`config.mk`:
```
export PLATFORM = sky130hd
export DESIGN_NAME = timeout_flush_gasket
export DESIGN_NICKNAME = d
export VERILOG_FILES = /design/src/timeout_flush_gasket.v /design/src/sat_err_counter.v
export VERILOG_INCLUDE_DIRS = /design/src
export SDC_FILE = /design/constraint.sdc
export NUM_CORES = 1
export LEC_CHECK = 0
export BUFFER_PORTS_ARGS = -buffer_cell sky130_fd_sc_hd__buf_2
export CORE_ASPECT_RATIO = 1.1
export CORE_UTILIZATION = 59
export DETAILED_ROUTE_END_ITERATION = 6
export PLACE_DENSITY = 0.81
export SLEW_MARGIN = 20
export SYNTH_ARGS = -nofsm -noshare
export SYNTH_HDL_FRONTEND = slang
export SYNTH_HIERARCHICAL = 1
export SYNTH_SLANG_ARGS = --single-unit
```
`constraint.sdc`:
```
create_clock -name CLK_I -period 6 [get_ports CLK_I]
set_input_delay 0.6 -clock CLK_I [delete_from_list [all_inputs] [get_ports CLK_I]]
set_output_delay 0.6 -clock CLK_I [all_outputs]
set_load 0.005 [all_outputs]
```
`src/flush_gasket_map.vh`:
```
// constants for the bus timeout flush gasket
// assumes a single bus clock domain
`ifndef FLUSH_GASKET_MAP_VH
`define FLUSH_GASKET_MAP_VH
// default timeout period: 3 x 2^30 cycles
`define TFG_PERIOD_DEFAULT 32'hc0000000
`define TFG_PERIOD_W 32
`define TFG_CNT_W 2
`define TFG_CNT_MAX 2'h3
// response codes
`define TFG_RESP_OK 2'h0
`define TFG_RESP_TIMEOUT 2'h2
`define TFG_ID_W 4
`endif

```
`src/timeout_flush_gasket.v`:
```
// timeout flush gasket between a source initiator and a destination target
// assumes one outstanding read and one outstanding write per channel, responses matched by id,
// all ports synchronous to CLK_I
//
// Function
// - every flushed command answers with timeout error, debug writes included.
// - read and write timing out together advance timeout count by two.
// - simultaneous unexpected read and write responses advance count by two.
// - both counters saturate at three and never wrap.
// - only the first timed-out command's details are captured.
// - responses matching no outstanding command are dropped, not forwarded.
// - write timing out on final accepted beat still drains and responds.
// - timeout period resets to three times two to the thirtieth cycles.
`timescale 1ns/1ns
`default_nettype none
`include "flush_gasket_map.vh"
module timeout_flush_gasket #(
  parameter ID_W = `TFG_ID_W,
  parameter PW = `TFG_PERIOD_W
) (
  // clock, reset, enable
  input wire CLK_I,
  input wire RST_I,
  input wire CE_I,
  // period control
  input wire PERIOD_LOAD_I,
  input wire [PW-1:0] PERIOD_I,
  // source side read command and response
  input wire S_RCMD_VALID_I,
  input wire [ID_W-1:0] S_RCMD_ID_I,
  input wire S_RCMD_DEBUG_I,
  output reg S_RCMD_READY_O,
  output reg S_RRESP_VALID_O,
  output reg [1:0] S_RRESP_CODE_O,
  output reg [ID_W-1:0] S_RRESP_ID_O,
  input wire S_RRESP_READY_I,
  // source side write command, data, response
  input wire S_WCMD_VALID_I,
  input wire [ID_W-1:0] S_WCMD_ID_I,
  input wire S_WCMD_DEBUG_I,
  output reg S_WCMD_READY_O,
  input wire S_WDATA_VALID_I,
  input wire S_WDATA_LAST_I,
  output reg S_WDATA_READY_O,
  output reg S_WRESP_VALID_O,
  output reg [1:0] S_WRESP_CODE_O,
  output reg [ID_W-1:0] S_WRESP_ID_O,
  input wire S_WRESP_READY_I,
  // destination side read
  output reg D_RCMD_VALID_O,
  output reg [ID_W-1:0] D_RCMD_ID_O,
  input wire D_RCMD_READY_I,
  input wire D_RRESP_VALID_I,
  input wire [ID_W-1:0] D_RRESP_ID_I,
  input wire [1:0] D_RRESP_CODE_I,
  // destination side write
  output reg D_WCMD_VALID_O,
  output reg [ID_W-1:0] D_WCMD_ID_O,
  input wire D_WCMD_READY_I,
  output reg D_WDATA_VALID_O,
  output reg D_WDATA_LAST_O,
  input wire D_WDATA_READY_I,
  input wire D_WRESP_VALID_I,
  input wire [ID_W-1:0] D_WRESP_ID_I,
  input wire [1:0] D_WRESP_CODE_I,
  // status
  output reg [1:0] TIMEOUT_COUNT_O,
  output reg [1:0] UNEXP_COUNT_O,
  output reg CAPT_VALID_O,
  output reg CAPT_IS_WRITE_O,
  output reg CAPT_DEBUG_O,
  output reg [ID_W-1:0] CAPT_ID_O
);
  localparam [1:0] ST_IDLE = 2'h0;
  localparam [1:0] ST_BUSY = 2'h1;
  localparam [1:0] ST_FLUSH = 2'h2;
  localparam [1:0] ST_RESP = 2'h3;

  reg [PW-1:0] period_r;
  reg [1:0] rst_r, wst_r;
  reg [PW-1:0] rage_r, wage_r;
  reg [ID_W-1:0] rid_r, wid_r;
  reg rdbg_r, wdbg_r;
  reg wdata_done_r;
  wire [1:0] tcnt_w, ucnt_w;

  wire rto_w = (rst_r == ST_BUSY) && (rage_r >= period_r - 1'b1);
  wire wto_w = (wst_r == ST_BUSY) && (wage_r >= period_r - 1'b1);
  wire rmatch_w = (rst_r == ST_BUSY) && (rid_r == D_RRESP_ID_I);
  wire wmatch_w = (wst_r == ST_BUSY) && (wid_r == D_WRESP_ID_I);
  wire runexp_w = D_RRESP_VALID_I && !rmatch_w;
  wire wunexp_w = D_WRESP_VALID_I && !wmatch_w;
  wire s_wbeat_w = S_WDATA_VALID_I && S_WDATA_READY_O;

  sat_err_counter u_tcnt (
    .clk_i(CLK_I), .rst_i(RST_I), .ce_i(CE_I),
    .ev_a_i(rto_w), .ev_b_i(wto_w), .count_o(tcnt_w)
  );
  sat_err_counter u_ucnt (
    .clk_i(CLK_I), .rst_i(RST_I), .ce_i(CE_I),
    .ev_a_i(runexp_w), .ev_b_i(wunexp_w), .count_o(ucnt_w)
  );

  always @(posedge CLK_I or posedge RST_I) begin
    if (RST_I) begin
      period_r <= `TFG_PERIOD_DEFAULT;
      rst_r <= ST_IDLE;
      wst_r <= ST_IDLE;
      rage_r <= {PW{1'b0}};
      wage_r <= {PW{1'b0}};
      rid_r <= {ID_W{1'b0}};
      wid_r <= {ID_W{1'b0}};
      rdbg_r <= 1'b0;
      wdbg_r <= 1'b0;
      wdata_done_r <= 1'b0;
      S_RCMD_READY_O <= 1'b0;
      S_RRESP_VALID_O <= 1'b0;
      S_RRESP_CODE_O <= `TFG_RESP_OK;
      S_RRESP_ID_O <= {ID_W{1'b0}};
      S_WCMD_READY_O <= 1'b0;
      S_WDATA_READY_O <= 1'b0;
      S_WRESP_VALID_O <= 1'b0;
      S_WRESP_CODE_O <= `TFG_RESP_OK;
      S_WRESP_ID_O <= {ID_W{1'b0}};
      D_RCMD_VALID_O <= 1'b0;
      D_RCMD_ID_O <= {ID_W{1'b0}};
      D_WCMD_VALID_O <= 1'b0;
      D_WCMD_ID_O <= {ID_W{1'b0}};
      D_WDATA_VALID_O <= 1'b0;
      D_WDATA_LAST_O <= 1'b0;
      TIMEOUT_COUNT_O <= 2'h0;
      UNEXP_COUNT_O <= 2'h0;
      CAPT_VALID_O <= 1'b0;
      CAPT_IS_WRITE_O <= 1'b0;
      CAPT_DEBUG_O <= 1'b0;
      CAPT_ID_O <= {ID_W{1'b0}};
    end else if (CE_I) begin
      TIMEOUT_COUNT_O <= tcnt_w;
      UNEXP_COUNT_O <= ucnt_w;
      if (PERIOD_LOAD_I && PERIOD_I != {PW{1'b0}})
        period_r <= PERIOD_I;
      if (!CAPT_VALID_O && (rto_w || wto_w)) begin
        CAPT_VALID_O <= 1'b1;
        CAPT_IS_WRITE_O <= !rto_w;
        CAPT_DEBUG_O <= rto_w ? rdbg_r : wdbg_r;
        CAPT_ID_O <= rto_w ? rid_r : wid_r;
      end
      // read channel
      S_RCMD_READY_O <= (rst_r == ST_IDLE) && !S_RCMD_READY_O;
      case (rst_r)
        ST_IDLE: begin
          if (S_RCMD_VALID_I && S_RCMD_READY_O) begin
            rst_r <= ST_BUSY;
            rid_r <= S_RCMD_ID_I;
            rdbg_r <= S_RCMD_DEBUG_I;
            rage_r <= {PW{1'b0}};
            S_RCMD_READY_O <= 1'b0;
            D_RCMD_VALID_O <= 1'b1;
            D_RCMD_ID_O <= S_RCMD_ID_I;
          end
        end
        ST_BUSY: begin
          rage_r <= rage_r + 1'b1;
          if (D_RCMD_READY_I)
            D_RCMD_VALID_O <= 1'b0;
          if (rto_w) begin
            D_RCMD_VALID_O <= 1'b0;
            rst_r <= ST_RESP;
            S_RRESP_VALID_O <= 1'b1;
            S_RRESP_CODE_O <= `TFG_RESP_TIMEOUT;
            S_RRESP_ID_O <= rid_r;
          end else if (D_RRESP_VALID_I && rmatch_w) begin
            rst_r <= ST_RESP;
            S_RRESP_VALID_O <= 1'b1;
            S_RRESP_CODE_O <= D_RRESP_CODE_I;
            S_RRESP_ID_O <= rid_r;
          end
        end
        default: begin
          if (S_RRESP_READY_I) begin
            S_RRESP_VALID_O <= 1'b0;
            rst_r <= ST_IDLE;
          end
        end
      endcase
      // write channel
      S_WCMD_READY_O <= (wst_r == ST_IDLE) && !S_WCMD_READY_O;
      case (wst_r)
        ST_IDLE: begin
          if (S_WCMD_VALID_I && S_WCMD_READY_O) begin
            wst_r <= ST_BUSY;
            wid_r <= S_WCMD_ID_I;
            wdbg_r <= S_WCMD_DEBUG_I;
            wage_r <= {PW{1'b0}};
            wdata_done_r <= 1'b0;
            S_WCMD_READY_O <= 1'b0;
            S_WDATA_READY_O <= 1'b1;
            D_WCMD_VALID_O <= 1'b1;
            D_WCMD_ID_O <= S_WCMD_ID_I;
          end
        end
        ST_BUSY: begin
          wage_r <= wage_r + 1'b1;
          if (D_WCMD_READY_I)
            D_WCMD_VALID_O <= 1'b0;
          // forward data beat by beat; source stalls until destination takes it
          if (D_WDATA_VALID_O && D_WDATA_READY_I) begin
            D_WDATA_VALID_O <= 1'b0;
            S_WDATA_READY_O <= !D_WDATA_LAST_O;
          end
          if (s_wbeat_w) begin
            S_WDATA_READY_O <= 1'b0;
            D_WDATA_VALID_O <= 1'b1;
            D_WDATA_LAST_O <= S_WDATA_LAST_I;
          end
          // source burst complete is tracked apart from destination acceptance
          if (s_wbeat_w && S_WDATA_LAST_I)
            wdata_done_r <= 1'b1;
          if (wto_w) begin
            // drain source data independent of destination
            D_WCMD_VALID_O <= 1'b0;
            D_WDATA_VALID_O <= 1'b0;
            // keep taking source beats unless its last beat was already seen
            wdata_done_r <= wdata_done_r || (s_wbeat_w && S_WDATA_LAST_I);
            S_WDATA_READY_O <= !(wdata_done_r || (s_wbeat_w && S_WDATA_LAST_I));
            wst_r <= ST_FLUSH;
          end else if (D_WRESP_VALID_I && wmatch_w) begin
            wst_r <= ST_RESP;
            S_WDATA_READY_O <= 1'b0;
            S_WRESP_VALID_O <= 1'b1;
            S_WRESP_CODE_O <= D_WRESP_CODE_I;
            S_WRESP_ID_O <= wid_r;
          end
        end
        ST_FLUSH: begin
          // accept and discard rest of burst
          if (wdata_done_r || (s_wbeat_w && S_WDATA_LAST_I) || !S_WDATA_READY_O) begin
            S_WDATA_READY_O <= 1'b0;
            // debug writes still get timeout error
            S_WRESP_VALID_O <= 1'b1;
            S_WRESP_CODE_O <= `TFG_RESP_TIMEOUT;
            S_WRESP_ID_O <= wid_r;
            wst_r <= ST_RESP;
          end
        end
        default: begin
          if (S_WRESP_READY_I) begin
            S_WRESP_VALID_O <= 1'b0;
            wst_r <= ST_IDLE;
          end
        end
      endcase
    end
  end
endmodule
`default_nettype wire

```
`src/sat_err_counter.v`:
```
// saturating two-bit error counter, adds 0, 1 or 2 per cycle
// assumes inputs are synchronous to CLK
`timescale 1ns/1ns
`default_nettype none
`include "flush_gasket_map.vh"
module sat_err_counter (
  input wire clk_i,
  input wire rst_i,
  input wire ce_i,
  input wire ev_a_i,
  input wire ev_b_i,
  output reg [1:0] count_o
);
  wire [2:0] sum_w;
  assign sum_w = {1'b0, count_o} + {2'h0, ev_a_i} + {2'h0, ev_b_i};
  always @(posedge clk_i or posedge rst_i) begin
    if (rst_i) begin
      count_o <= 2'h0;
    end else if (ce_i) begin
      if (sum_w > {1'b0, `TFG_CNT_MAX})
        count_o <= `TFG_CNT_MAX;
      else
        count_o <= sum_w[1:0];
    end
  end
endmodule
`default_nettype wire

```
==> run summary <==
status: completed
Synth Area in Adders: 10.08%
main combinational cell family by area after synthesis: simple AND/OR/NAND/NOR gates
Yosys cell types: 62
area of the core: 14450 µm²
leakage power: 4.736 nW
clock tree root driver cell: clkbuf_16
DIE AREA: 15260 µm²
vias in the first global route: 7140
vias per cell: 6.014
layout cells sized above 1: 22.26%
mean post-synth cell area: 10.04 µm²
final worst-path cycle share: 93.05%
met1 usage in global routing: 34.35%
min Tclk post-route: 5583 ps
Post-Synth Simple-Gate Area: 18.01%
DRT Pass-1 Iters: 5
Synth top cells by count: 145 x dfrtp_1, 100 x nor2_1, 67 x ha_1
die width: 117.9 µm
synthesized cell area: 8713 µm²
final setup fails: 0
Synth Instances: 868
RSZ-0062 raised after global routing: no
headroom to the max-slew limit: 49.26%
top-count cell post-synth: dfrtp_1
hold buffers post-CTS: 0
Compound-Gate Fraction of Synth Area: 10.47%
Final Skew: 9.138 ps
DRT iter0 DRCs: 539
Worst setup SP type: flop
mean routed wirelength per cell: 17.58 µm
global route overflow: 0
Setup TNS: 0 ps
worst slack at placement: 408.8 ps
Die Y: 129.5 µm
first-pass GRT wire length: 34640 µm
Post-route DRC: 0
share of Yosys cell area claimed by the top area cell type: 41.64%
crit path max fanout: 8
register area share after synthesis: 42.25%
final slew viol count: 0
worst setup margin: 417.0 ps
top_reg_cell synth: dfrtp_1
number of max-cap violations: 0
Synth Area in XOR/XNOR: 8.903%
Synth-to-Final Area Change: 16.33%
htree depth: 4
Synth Net Count: 1006
EDFF count, synth: 0
Final Hold Vio Count: 0
CTS tree: yes
antenna violations before repair: 0
busiest layer in global routing: met2
Worst Path Required: 6300 ps
top cell type by total area after synthesis: dfrtp_1
Core Util, Final: 70.16%
HPWL after DPL: 14940 µm
VDD IR max: 197.5 µV
WP data arrival: 5890 ps
PwrDens: 326.6 nW/µm²
I/O Pins: 109
clk buf depth: 2
all-layer global routing usage: 29.01%
DRT antenna net count: 0
Clk Latency, worst-skew pair: 430 ps
Slew @ Worst Pin: 761.1 ps
final RePlAce weighted congestion: 0.8947
clk slew on worst S/H paths: 60 ps
PortBufs: 108
FMAX: 0.1791 GHz
row cnt: 46
WS Path Type: reg2reg
# diodes: 0
mux contribution to synthesized area: 8.228%
cts bufs inserted: 17
largest net degree at the start of global routing: 84
async set-reset flop share out of synthesis: 100.0%
fin nets: 1118
Post-Route WL: 20830 µm
grt met2 use: 49.45%
Synth warnings: 6
Yosys reg bits: 147
routed vias: 7127
Hold Crit Class: in2async
grt met3 use: 5.898%
Starting Density: 60.32%
CP endpoint kind: flop
# clock sinks: 147
Area contributors post-synth: dfrtp_1 42%, ha_1 9.6%, mux2_2 7.9%
[metrics by stage]
step / instance area, µm² / hold slack, ps / cells / total power [mW]
2_1_floorplan: 8713 / 341.2 / 868 / 1.820
3_3_place_gp: 9465 / 468.7 / 1153 / 2.074
3_5_place_dp: 9465 / 466.4 / 1153 / 2.103
4_1_cts: 10130 / 66.75 / 1185 / 3.314
5_1_grt: 10140 / 74.73 / 1185 / 3.481
6_report: 10140 / 80.31 / 1185 / 3.311
[worst max-delay path, cell delays in order, from the launching register on]
cell,delay (ps)
dfrtp_1,430
or4_4,560
or2_1,320
or3_1,470
or3_1,460
nor4_1,360
xnor2_1,230
ha_1,310
nand4_1,120
nor2_1,50
a2111oi_0,350
o21ai_0,220
or4_4,590
o211a_1,260
or4_4,460
o221a_1,260
[sequential cells by signal, summed over array words and instances, names as in the netlist, 4 cells and up]
signal / count
S_RRESP_ID_O: 4
wid_r: 4
CAPT_ID_O: 4
period_r: 32
rid_r: 4
rage_r: 32
S_WRESP_ID_O: 4
wage_r: 32
[final timing paths]
check                             startpoint           endpoint  slack (ps)  cells past startpoint
min reg2reg                u_ucnt/count_o[1]  u_ucnt/count_o[1]         490                      1
min in group CLK_I            S_RCMD_ID_I[0]           rid_r[0]         410                      2
max                              period_r[9]       CAPT_ID_O[3]         420                     15
max reg2reg                      period_r[9]       CAPT_ID_O[3]         420                     15
min                                    RST_I  u_ucnt/count_o[0]          80                      2
max in group asynchronous              RST_I         wage_r[27]        4370                      3
[cells by family (layout without fill, tap and decap cells)]
| group | after synthesis | count (layout) |
|---|---|---|
| flops | 147 | 147 |
| buf+inv | 46 | 171 |
| xor+xnor | 87 | 87 |
| compound gates | 137 | 137 |
| mux | 64 | 64 |
| simple gates | 318 | 318 |
| fa+ha+maj | 69 | 69 |
[cell usage in the layout, fill, tap and decap left out, types with 6 or more instances in the layout]
master     count
nand3_1       31
clkbuf_16     17
and4_1         6
nand2_1       62
nor2b_1       10
dfrtp_1      145
inv_1         23
ha_1          67
nand4_1       17
and3_1        19
buf_4          6
o21ai_0       34
buf_2        108
nor2_1        99
nor3_1        16
mux2_2        61
nand2b_1       7
nor4_1        17
a21oi_1       33
o311ai_0       6
or3_1         15
xnor2_1       41
xor2_1        45
[routing by layer]
metal  up-vias  wire, µm
met5         -         0
met4         0       917
met3        75       801
met2       200     10420
met1      3495      8688
li1       3357         -
[area by class of cell]
type	count	area, µm²
Clock buffer	20	466.7
Clock inverter	12	200.2
Fill cell	1060	4310
Inverter	25	98.84
Multi-Input combinational cell	675	4863
Sequential cell	147	3681
Tap cell	192	240.2
Timing Repair Buffer	114	585.6
[power breakdown]
group | switching, mW | leakage (nW) | internal, mW | total [mW]
combinational | 0.430 | 2.56 | 0.366 | 0.796
sequential | 0.171 | 1.86 | 1.14 | 1.32
clock | 0.428 | 0.319 | 0.772 | 1.20
[timing repair]
item / in CTS / in global routing
endpoints found under the setup margin: 0 / 8
resized for setup: 0 / 1
setup buffers: 0 / 0
No activity file was read; power rests on OpenSTA's default activity.
